$ cat config.mk
export PLATFORM = sky130hd
export DESIGN_NAME = ltil_top
export DESIGN_NICKNAME = d
export VERILOG_FILES = /design/src/verilog/ltil_pkg.sv /design/src/verilog/ltil_conv_if.sv /design/src/verilog/ltil_link_sampler.sv /design/src/verilog/ltil_fault_counter.sv /design/src/verilog/ltil_top.sv
export VERILOG_INCLUDE_DIRS = /design/src /design/src/verilog
export SDC_FILE = /design/constraint.sdc
export NUM_CORES = 1
export LEC_CHECK = 0
export BUFFER_PORTS_ARGS = -buffer_cell sky130_fd_sc_hd__buf_2
export CAP_MARGIN = 20
export CORE_MARGIN = 2
export CORE_UTILIZATION = 50
export CTS_BUF_LIST = sky130_fd_sc_hd__clkbuf_4
export CTS_CLUSTER_DIAMETER = 120
export CTS_CLUSTER_SIZE = 12
export DETAILED_ROUTE_END_ITERATION = 8
export PLACE_DENSITY = 0.79
export SLEW_MARGIN = 10
export SYNTH_ARGS = -nofsm -noshare
export SYNTH_HDL_FRONTEND = slang
export SYNTH_SLANG_ARGS = --single-unit
$ cat constraint.sdc
create_clock -name clk_sys -period 2.5 [get_ports clk_sys]
set_input_delay 0.25 -clock clk_sys [delete_from_list [all_inputs] [get_ports clk_sys]]
set_output_delay 0.25 -clock clk_sys [all_outputs]
set_load 0.05 [all_outputs]
$ cat src/verilog/ltil_cfg.svh
`ifndef LTIL_CFG_SVH
`define LTIL_CFG_SVH
// What this block does
// - Transparent: high run sets int, high flag
// - Transparent: low run clears int, sets low
// - Transparent: config access leaves int, flags
// - Transparent: alert response is ignored
// - Every conversion sets conversion ready
// - Shutdown config write changes no flag
// - Running-mode config write clears conversion ready
// - Low limit top bits 11b select EOC
// - EOC: each conversion asserts int, ready
// - EOC: read, run write deassert int; alert only when latched
// - EOC latched: faults set their own flag
// - Config bit 4 selects latched mode
// - Polarity bit maps int state to pin
// - Config read clears conversion ready

// Register byte offsets
`define LTIL_OFS_CFG   5'h00
`define LTIL_OFS_LOW   5'h04
`define LTIL_OFS_HIGH  5'h08
`define LTIL_OFS_STS   5'h0c
`define LTIL_OFS_MASK  5'h10
`define LTIL_OFS_RES   5'h14

// Configuration fields
`define LTIL_F_FC      1:0
`define LTIL_B_POL     3
`define LTIL_B_LATCH   4
`define LTIL_B_FL      5
`define LTIL_B_FH      6
`define LTIL_B_CRDY    7
`define LTIL_F_MODE    10:9
`define LTIL_CFG_RW    16'h061f
`define LTIL_MODE_SHDN 2'h0

// Low limit exponent top bits
`define LTIL_F_LEXP    15:14
`define LTIL_EOC_CODE  2'h3

// Reset values
`define LTIL_RST_CFG   16'h0010
`define LTIL_RST_LOW   16'h0000
`define LTIL_RST_HIGH  16'hbfff

// Status and mask bits
`define LTIL_STS_W     3
`define LTIL_STS_CONV  0
`define LTIL_STS_HI    1
`define LTIL_STS_LO    2

// Fault run lengths per fault count code
`define LTIL_CNT_W     4
`define LTIL_CNT_MAX   4'hf
`define LTIL_FC_N0     4'h1
`define LTIL_FC_N1     4'h2
`define LTIL_FC_N2     4'h4
`define LTIL_FC_N3     4'h8
`endif

$ cat src/verilog/ltil_pkg.sv
package ltil_pkg;
  // Interrupt reporting mode, {eoc, latch}
  typedef enum logic [1:0] {
    mode_transp = 2'b00,
    mode_latch  = 2'b01,
    mode_eoc_t  = 2'b10,
    mode_eoc_l  = 2'b11
  } ltil_mode_e;
  typedef logic [15:0] ltil_word_t;
endpackage

$ cat src/verilog/ltil_conv_if.sv
interface ltil_conv_if;
  logic                evt;     // One-cycle conversion done
  ltil_pkg::ltil_word_t result; // Measurement of that conversion
  modport src (output evt, output result);
  modport snk (input evt, input result);
endinterface

$ cat src/verilog/ltil_link_sampler.sv
`include "ltil_cfg.svh"
module ltil_link_sampler (
  input  wire logic           clk_sys,     // System clock
  input  wire logic           rstn,        // Async reset, active low
  input  wire logic           link_clk,    // Conversion link clock pin
  input  wire logic           link_done,   // Conversion done qualifier pin
  input  wire logic [15:0]    link_result, // Measurement pins
  ltil_conv_if.src            conv         // Conversion events out
);
  logic        clk_s1, clk_s2, clk_s3;
  logic        done_s1, done_s2;
  logic [15:0] res_s1, res_s2;
  logic        evt_r;
  logic [15:0] result_r;
  wire         clk_rise;

  // Two-stage synchronisers, edge history on the second stage only
  always_ff @(posedge clk_sys or negedge rstn) begin
    if (!rstn) begin
      {clk_s1, clk_s2, clk_s3} <= 3'h0;
      {done_s1, done_s2} <= 2'h0;
      res_s1 <= 16'h0000;
      res_s2 <= 16'h0000;
    end else begin
      {clk_s1, clk_s2, clk_s3} <= {link_clk, clk_s1, clk_s2};
      {done_s1, done_s2} <= {link_done, done_s1};
      res_s1 <= link_result;
      res_s2 <= res_s1;
    end
  end

  // A conversion completes on a link clock rise with done high
  assign clk_rise = clk_s2 && !clk_s3;

  always_ff @(posedge clk_sys or negedge rstn) begin
    if (!rstn) begin
      evt_r    <= 1'b0;
      result_r <= 16'h0000;
    end else begin
      evt_r    <= clk_rise && done_s2;
      result_r <= (clk_rise && done_s2) ? res_s2 : result_r;
    end
  end

  assign conv.evt    = evt_r;
  assign conv.result = result_r;
endmodule

$ cat src/verilog/ltil_fault_counter.sv
`include "ltil_cfg.svh"
module ltil_fault_counter (
  input  wire logic                  clk_sys, // System clock
  input  wire logic                  rstn,    // Async reset, active low
  input  wire logic                  evt,     // Conversion done
  input  wire logic                  hit,     // Comparison met this conversion
  input  wire logic [`LTIL_CNT_W-1:0] need,   // Run length required
  output logic                       met      // Run criterion met, one cycle
);
  logic [`LTIL_CNT_W-1:0] cnt_r;
  wire  [`LTIL_CNT_W-1:0] cnt_inc;

  // Saturating run length including this conversion
  assign cnt_inc = (cnt_r == `LTIL_CNT_MAX) ? cnt_r : cnt_r + 4'h1;
  assign met     = evt && hit && (cnt_inc >= need);

  always_ff @(posedge clk_sys or negedge rstn) begin
    if (!rstn) begin
      cnt_r <= 4'h0;
    end else if (evt) begin
      cnt_r <= hit ? cnt_inc : 4'h0;
    end
  end

  property p_run_restart;
    @(posedge clk_sys) disable iff (!rstn)
    evt && !hit |=> cnt_r == 4'h0 && !met;
  endproperty
  a_run_restart: assert property (p_run_restart) else $error("run not restarted");
endmodule

$ cat src/verilog/ltil_top.sv
`include "ltil_cfg.svh"
module ltil_top (
  input  wire logic        clk_sys,         // 25 MHz system clock
  input  wire logic        rstn,            // Async reset, active low
  input  wire logic [4:0]  avs_address,     // Register byte address
  input  wire logic        avs_read,        // Read request
  input  wire logic        avs_write,       // Write request
  input  wire logic [31:0] avs_writedata,   // Write data
  input  wire logic [3:0]  avs_byteenable,  // Write byte lanes
  output logic      [31:0] avs_readdata,    // Read data
  output logic             avs_waitrequest, // Low for the answer cycle
  input  wire logic        link_clk,        // Conversion link clock pin
  input  wire logic        link_done,       // Conversion done qualifier pin
  input  wire logic [15:0] link_result,     // Measurement pins
  input  wire logic        alert_resp,      // Alert response pulse, same clock
  output logic             int_pin,         // Interrupt pin level
  output logic             irq              // Level interrupt to software
);
  ltil_conv_if conv ();

  logic [15:0]             cfg_r, low_r, high_r, res_r;
  logic                    fh_r, fl_r, crdy_r, int_st_r;
  logic                    fh_nxt, fl_nxt, crdy_nxt, int_nxt;
  logic [`LTIL_STS_W-1:0]  sts_r, mask_r;
  logic                    wreq_r, irq_r, pin_r;
  logic [31:0]             rdata_r, rd_mux;
  wire                     acc, sel_cfg, sel_low, sel_high, sel_sts, sel_mask, sel_res;
  wire                     rd_cfg, wr_cfg, wr_run, latch_fall, eoc, hi_met, lo_met;
  wire  [15:0]             cfg_wval, cfg_nxt, low_nxt, high_nxt;
  wire  [`LTIL_STS_W-1:0]  sts_nxt, mask_nxt;
  wire  [`LTIL_CNT_W-1:0]  need;
  ltil_pkg::ltil_mode_e    mode;

  // Byte-lane merge of a 16-bit register
  function automatic logic [15:0] merge16(input logic [15:0] old, input logic [15:0] wd,
                                          input logic [1:0] be);
    merge16 = {be[1] ? wd[15:8] : old[15:8], be[0] ? wd[7:0] : old[7:0]};
  endfunction

  // Consecutive conversions needed per fault count code
  function automatic logic [`LTIL_CNT_W-1:0] fc_need(input logic [1:0] fc);
    case (fc)
      2'h0:    fc_need = `LTIL_FC_N0;
      2'h1:    fc_need = `LTIL_FC_N1;
      2'h2:    fc_need = `LTIL_FC_N2;
      default: fc_need = `LTIL_FC_N3;
    endcase
  endfunction

  ltil_link_sampler u_sampler (
    .clk_sys     (clk_sys),
    .rstn        (rstn),
    .link_clk    (link_clk),
    .link_done   (link_done),
    .link_result (link_result),
    .conv        (conv.src)
  );

  // Address decode; an access is taken while waitrequest is still high
  assign acc      = (avs_read || avs_write) && wreq_r;
  assign sel_cfg  = avs_address == `LTIL_OFS_CFG;
  assign sel_low  = avs_address == `LTIL_OFS_LOW;
  assign sel_high = avs_address == `LTIL_OFS_HIGH;
  assign sel_sts  = avs_address == `LTIL_OFS_STS;
  assign sel_mask = avs_address == `LTIL_OFS_MASK;
  assign sel_res  = avs_address == `LTIL_OFS_RES;
  assign rd_cfg   = acc && avs_read && sel_cfg;
  assign wr_cfg   = acc && avs_write && sel_cfg;

  // Register write values
  assign cfg_wval = merge16(cfg_r, avs_writedata[15:0], avs_byteenable[1:0]) & `LTIL_CFG_RW;
  assign cfg_nxt  = wr_cfg ? cfg_wval : cfg_r;
  assign low_nxt  = (acc && avs_write && sel_low) ?
                    merge16(low_r, avs_writedata[15:0], avs_byteenable[1:0]) : low_r;
  assign high_nxt = (acc && avs_write && sel_high) ?
                    merge16(high_r, avs_writedata[15:0], avs_byteenable[1:0]) : high_r;
  assign mask_nxt = (acc && avs_write && sel_mask && avs_byteenable[0]) ?
                    avs_writedata[`LTIL_STS_W-1:0] : mask_r;
  assign wr_run     = wr_cfg && (cfg_wval[`LTIL_F_MODE] != `LTIL_MODE_SHDN);
  assign latch_fall = wr_cfg && cfg_r[`LTIL_B_LATCH] && !cfg_wval[`LTIL_B_LATCH];

  assign eoc  = low_r[`LTIL_F_LEXP] == `LTIL_EOC_CODE;
  assign mode = ltil_pkg::ltil_mode_e'({eoc, cfg_r[`LTIL_B_LATCH]});
  assign need = fc_need(cfg_r[`LTIL_F_FC]);

  ltil_fault_counter u_hi_cnt (
    .clk_sys (clk_sys),
    .rstn    (rstn),
    .evt     (conv.evt),
    .hit     (conv.result > high_r),
    .need    (need),
    .met     (hi_met)
  );
  ltil_fault_counter u_lo_cnt (
    .clk_sys (clk_sys),
    .rstn    (rstn),
    .evt     (conv.evt),
    .hit     (conv.result < low_r),
    .need    (need),
    .met     (lo_met)
  );

  // Flag and interrupt state: clears first, then conversion sets win
  always_comb begin
    fh_nxt   = fh_r;
    fl_nxt   = fl_r;
    int_nxt  = int_st_r;
    crdy_nxt = crdy_r;
    if (rd_cfg || wr_run) begin
      crdy_nxt = 1'b0;
    end
    if (latch_fall) begin
      int_nxt = 1'b0;
    end
    case (mode)
      ltil_pkg::mode_latch: begin
        if (rd_cfg) begin
          {fh_nxt, fl_nxt, int_nxt} = 3'h0;
        end
        if (alert_resp) begin
          int_nxt = 1'b0;
        end
      end
      ltil_pkg::mode_eoc_l: begin
        if (rd_cfg) begin
          {fh_nxt, fl_nxt, int_nxt} = 3'h0;
        end
        if (wr_run || alert_resp) begin
          int_nxt = 1'b0;
        end
      end
      ltil_pkg::mode_eoc_t: begin
        if (rd_cfg || wr_run) begin
          int_nxt = 1'b0;
        end
      end
      default: begin
      end
    endcase
    if (conv.evt) begin
      crdy_nxt = 1'b1;
      case (mode)
        ltil_pkg::mode_transp: begin
          if (hi_met) begin
            {int_nxt, fh_nxt, fl_nxt} = 3'b110;
          end else if (lo_met) begin
            {int_nxt, fh_nxt, fl_nxt} = 3'b001;
          end
        end
        ltil_pkg::mode_latch: begin
          if (hi_met || lo_met) begin
            int_nxt = 1'b1;
          end
          // Build on the cleared value so a same-cycle read still clears
          fh_nxt = fh_nxt || hi_met;
          fl_nxt = fl_nxt || lo_met;
        end
        ltil_pkg::mode_eoc_t: begin
          int_nxt = 1'b1;
          if (hi_met) begin
            {fh_nxt, fl_nxt} = 2'b10;
          end else if (lo_met) begin
            {fh_nxt, fl_nxt} = 2'b01;
          end
        end
        default: begin
          int_nxt = 1'b1;
          fh_nxt  = fh_nxt || hi_met; // Same-cycle read clear is kept
          fl_nxt  = fl_nxt || lo_met;
        end
      endcase
    end
  end

  // Sticky status, cleared by its read; a same-cycle event wins
  assign sts_nxt = ((acc && avs_read && sel_sts) ? {`LTIL_STS_W{1'b0}} : sts_r) |
                   {lo_met, hi_met, conv.evt};

  // Read data selection
  always_comb begin
    rd_mux = 32'h0000_0000;
    if (sel_cfg) begin
      rd_mux[15:0] = cfg_r;
      rd_mux[`LTIL_B_FL]   = fl_r;
      rd_mux[`LTIL_B_FH]   = fh_r;
      rd_mux[`LTIL_B_CRDY] = crdy_r;
    end else if (sel_low) begin
      rd_mux[15:0] = low_r;
    end else if (sel_high) begin
      rd_mux[15:0] = high_r;
    end else if (sel_sts) begin
      rd_mux[`LTIL_STS_W-1:0] = sts_r;
    end else if (sel_mask) begin
      rd_mux[`LTIL_STS_W-1:0] = mask_r;
    end else if (sel_res) begin
      rd_mux[15:0] = res_r;
    end
  end

  // Bus answer: waitrequest drops for one cycle after a taken access
  always_ff @(posedge clk_sys or negedge rstn) begin
    if (!rstn) begin
      wreq_r  <= 1'b1;
      rdata_r <= 32'h0000_0000;
    end else begin
      wreq_r  <= !acc;
      rdata_r <= (acc && avs_read) ? rd_mux : rdata_r;
    end
  end

  // Register and state update
  always_ff @(posedge clk_sys or negedge rstn) begin
    if (!rstn) begin
      cfg_r  <= `LTIL_RST_CFG;
      low_r  <= `LTIL_RST_LOW;
      high_r <= `LTIL_RST_HIGH;
      res_r  <= 16'h0000;
      mask_r <= {`LTIL_STS_W{1'b0}};
      sts_r  <= {`LTIL_STS_W{1'b0}};
      {fh_r, fl_r, crdy_r, int_st_r} <= 4'h0;
    end else begin
      cfg_r  <= cfg_nxt;
      low_r  <= low_nxt;
      high_r <= high_nxt;
      res_r  <= conv.evt ? conv.result : res_r;
      mask_r <= mask_nxt;
      sts_r  <= sts_nxt;
      {fh_r, fl_r, crdy_r, int_st_r} <= {fh_nxt, fl_nxt, crdy_nxt, int_nxt};
    end
  end

  // Pin level and interrupt line, both registered
  always_ff @(posedge clk_sys or negedge rstn) begin
    if (!rstn) begin
      pin_r <= 1'b1;
      irq_r <= 1'b0;
    end else begin
      pin_r <= cfg_nxt[`LTIL_B_POL] ? int_nxt : !int_nxt;
      irq_r <= |(sts_nxt & mask_nxt);
    end
  end

  assign avs_waitrequest = wreq_r;
  assign avs_readdata    = rdata_r;
  assign int_pin         = pin_r;
  assign irq             = irq_r;

  property p_tr_high;
    @(posedge clk_sys) disable iff (!rstn)
    mode == ltil_pkg::mode_transp && hi_met |=> int_st_r && fh_r && !fl_r;
  endproperty
  a_tr_high: assert property (p_tr_high) else $error("high run not reported");

  property p_tr_low;
    @(posedge clk_sys) disable iff (!rstn)
    mode == ltil_pkg::mode_transp && lo_met && !hi_met |=> !int_st_r && fl_r && !fh_r;
  endproperty
  a_tr_low: assert property (p_tr_low) else $error("low run not reported");

  property p_tr_access;
    @(posedge clk_sys) disable iff (!rstn)
    mode == ltil_pkg::mode_transp && (rd_cfg || wr_cfg) && !conv.evt
      |=> $stable(int_st_r) && $stable(fh_r) && $stable(fl_r);
  endproperty
  a_tr_access: assert property (p_tr_access) else $error("config access moved flags");

  property p_tr_alert;
    @(posedge clk_sys) disable iff (!rstn)
    !cfg_r[`LTIL_B_LATCH] && alert_resp && !conv.evt && !rd_cfg && !wr_cfg
      |=> $stable(int_st_r) && $stable(fh_r) && $stable(fl_r);
  endproperty
  a_tr_alert: assert property (p_tr_alert) else $error("alert acted in transparent");

  property p_conv_ready;
    @(posedge clk_sys) disable iff (!rstn)
    conv.evt |=> crdy_r && sts_r[`LTIL_STS_CONV];
  endproperty
  a_conv_ready: assert property (p_conv_ready) else $error("ready not set");

  property p_shdn_write;
    @(posedge clk_sys) disable iff (!rstn)
    wr_cfg && !wr_run && !conv.evt |=> $stable(crdy_r) && $stable(fh_r) && $stable(fl_r);
  endproperty
  a_shdn_write: assert property (p_shdn_write) else $error("shutdown write moved flags");

  property p_run_write;
    @(posedge clk_sys) disable iff (!rstn)
    wr_run && !conv.evt |=> !crdy_r ##1 avs_waitrequest;
  endproperty
  a_run_write: assert property (p_run_write) else $error("run write kept ready");

  property p_eoc_conv;
    @(posedge clk_sys) disable iff (!rstn)
    eoc && conv.evt |=> int_st_r && crdy_r && int_pin == cfg_r[`LTIL_B_POL];
  endproperty
  a_eoc_conv: assert property (p_eoc_conv) else $error("eoc int missing");

  property p_eoc_clear;
    @(posedge clk_sys) disable iff (!rstn)
    eoc && (rd_cfg || wr_run) && !conv.evt |=> !int_st_r;
  endproperty
  a_eoc_clear: assert property (p_eoc_clear) else $error("eoc int not cleared");

  property p_eocl_flags;
    @(posedge clk_sys) disable iff (!rstn)
    mode == ltil_pkg::mode_eoc_l && hi_met |=> fh_r;
  endproperty
  a_eocl_flags: assert property (p_eocl_flags) else $error("eoc high flag missing");

  property p_pin_pol;
    @(posedge clk_sys) disable iff (!rstn)
    int_pin == (cfg_r[`LTIL_B_POL] ? int_st_r : !int_st_r);
  endproperty
  a_pin_pol: assert property (p_pin_pol) else $error("pin polarity wrong");

  property p_rd_ready;
    @(posedge clk_sys) disable iff (!rstn)
    rd_cfg && !conv.evt |=> !crdy_r && !avs_waitrequest;
  endproperty
  a_rd_ready: assert property (p_rd_ready) else $error("read kept ready");

  property p_eocl_read;
    @(posedge clk_sys) disable iff (!rstn)
    mode == ltil_pkg::mode_eoc_l && rd_cfg && !conv.evt |=> !fh_r && !fl_r && !crdy_r;
  endproperty
  a_eocl_read: assert property (p_eocl_read) else $error("eoc read kept flags");
endmodule

==> results.cfg <==
[sta]
finalCritPeriodShare_pct = 99.6
fin_crit_ns = 2.49
holdWs_ns = 0.146
tightest_slew_ns = 0.633
fmax_ghz = 0.402
slew_viol_final = 0
rsz0062_at_grt = true
finalSetupViolCount = 0
max-slew-margin-rel_pct = 57.8
fin_worst_skew_ns = 0.0186
setup-tns-final_ns = 0
finalHoldViolCount = 0

[finish]
final_layout_size_suffix_gt1_share_pct = 26.6
layout_common_cells = dfrtp_1, nand2_1, buf_2, o21ai_0, inv_1
area_growth_syn_to_layout_pct = 23.6
fin_cells = 966
final_area_sq_mm = 0.00831
fillers = 1064
num-nets-final = 882
insertedDiodeCount = 0
final_common_cell = dfrtp_1

[synthesis]
ys_seq_area_share_pct = 54.7
synthFlopType = dfrtp_1
avgSynthCellArea_sq_um = 10.5
synth_seq_cells = 146
synth_warnings = 0
netlist_area_sq_mm = 0.00672
yosysUniqueCellTypes = 53
syn_inst = 642
synth_enable_flop_cells = 0
async_reset_ff_share_pct = 100

[critical_path]
crit_slowest_cell = dfrtp_1
crit_type = reg -> reg
arrival_ns = 2.92
crit_path_cell_trace = ha_4 -> nand3_4 -> mux2i_2 -> inv_1 -> ha_1 -> a21o_1 -> a21o_1 -> a21oi_2 -> or2_4 -> nand2_4 -> a221o_1
crit_fanout = 4
required_ns = 2.93
slowest_delay_ns = 0.43
worst_setup_path_start_kind = flip-flop
endpoint_kind = flip-flop
cp_common_cell = a21o_1

[route]
post-route-drc-count = 0
wirelength_um = 15200
wl_met1_um = 6530
antenna_left = 0
wl_met3_um = 1010
routed.top_layer = met4
firstDrtPassIters = 5
first_iter_violations = 311
route.detailed.vias_per_inst = 5.47
vias = 5282
wl_met2_um = 7390
wire_per_inst_um = 15.7

[clock_tree]
ctsLongestPathBuffers = 2
cts_buffers = 17
cts.sinks = 146
clk_pin_slew_worst_paths_ns = 0.12
cts_tree = yes
cts_root_buf = clkbuf_4
clock_latency_ns = 0.55
htreeDepth = 4

[placement]
gp_congestion = 0.879
placed_area_sq_mm = 0.00741
io_buffers = 64
dp_cells = 892
dp_hpwl_um = 10800

[floorplanning]
start_util_pct = 51.0
die_area_sq_mm = 0.0144
ios = 99
die_y_um = 120
fp-row-count = 42
core_sq_mm = 0.0132
dieWidth_um = 120

[run]
maxCapViolations = 0

[pwr]
leakage_uw = 0.00392
power_density_mw_per_mm2 = 730
vdd_drop_max_mv = 0.392

[min_path]
hp-class = in -> reg

[global_route]
grt_max_degree = 68
grt_pass1_vias = 5131
antenna_found_initial = 0
overflow = 0
grt_pass1_wl_um = 25000
track_usage_pct = 22.3

[outcome]
outcome = completed
worst max-delay path: cells and delay by family, from the launching register on:
kind	cells	cell delay (ns)
AOI/OAI and AO/OA	4	0.75
DFF	1	0.43
muxes	1	0.26
and+or+nand+nor	3	0.38
adders and majority gates	2	0.47
buffers and inverters	1	0.08
through the flow:
| stage | util (%) | setup slack [ns] | power (uW) |
|---|---|---|---|
| 2_1_floorplan | - | 0.00301 | 3880 |
| 6_report | 63.0 | 0.0112 | 6070 |
| 5_1_grt | 63.0 | -0.0873 | 6410 |
| 3_3_place_gp | 56.2 | 0.0467 | 4250 |
| 4_1_cts | 61.5 | 0.00485 | 5950 |
| 3_5_place_dp | 56.2 | -0.00544 | 4330 |
sequential cells by signal, indices dropped and copies added, names as in the netlist, 7 cells and up:
signal and cells:
u_sampler.res_s1 16, avs_readdata 16, low_r 16, u_sampler.res_s2 16, u_sampler.conv.result 16, res_r 16, cfg_r 7, high_r 16
timing repair:
action / CTS / global route
endpoints found under the setup margin: 3 / 5
buffers inserted: 2 / 3
hold buffers: 37 / 0
resized for setup: 5 / 26
pin swaps: 1 / 9
hold endpoints to repair: 112 / 0
area by class of cell:
| type | instances | area (sq um) | area share, % |
|---|---|---|---|
| Clock buffer | 20 | 150 | 1.81 |
| Clock inverter | 12 | 141 | 1.70 |
| Inverter | 42 | 158 | 1.90 |
| Multi-Input combinational cell | 431 | 2950 | 35.5 |
| Sequential cell | 146 | 3680 | 44.3 |
| Tap cell | 176 | 220 | 2.65 |
| Timing Repair Buffer | 139 | 1010 | 12.1 |
power breakdown:
group / leakage (uW) / internal (uW) / switching [uW]
logic: 0.00203 / 686 / 891
registers: 0.00173 / 2730 / 243
clock network: 0.000158 / 714 / 802
cells by family after synthesis:
family	count (synthesis)	share of synthesized area, %
adders and majority gates	41	7.63
AOI/OAI and AO/OA	146	13.9
buffers and inverters	80	5.38
and+or+nand+nor	193	12.7
other	1	0.0558
DFF	146	54.7
xor gates and xnor gates	3	0.391
muxes	32	5.32
routing by layer:
layer,track usage [%],vias to the layer above
li1,-,2474
met1,29.7,2576
met2,35.9,212
met3,4.80,20
met4,8.38,0
met5,0,-
path summary, 6_finish.rpt:
check                                    start                   to  slack, ns  cells after the start
min in group asynchronous                 rstn             res_r[8]       0.27                      2
max                          u_lo_cnt.cnt_r[0]                  irq       0.01                     11
max reg2reg                  u_lo_cnt.cnt_r[0]                  irq       0.01                     11
min reg2reg                u_sampler.res_s1[0]  u_sampler.res_s2[0]       0.36                      0
min                          avs_byteenable[1]            cfg_r[10]       0.15                      3
max in group asynchronous                 rstn              int_pin       1.51                      3
cell usage after synthesis (4+ instances only):
master,number,area share [%]
a21boi_0,6,0.67
a21oi_1,29,2.2
a22o_1,5,0.65
a22oi_1,4,0.45
a31oi_1,7,0.65
buf_4,16,1.8
clkbuf_1,21,1.2
dfrtp_1,128,48
dfstp_2,18,7.0
ha_1,41,7.6
inv_1,41,2.3
mux2_2,30,5.0
nand2_1,118,6.6
nand2b_1,4,0.37
nand3_1,9,0.67
nand4_1,11,1.0
nor2_1,28,1.6
nor2b_1,4,0.37
nor3_1,6,0.45
o21ai_0,62,4.6
o41ai_1,7,0.91
(Power assumes the default switching activity.)
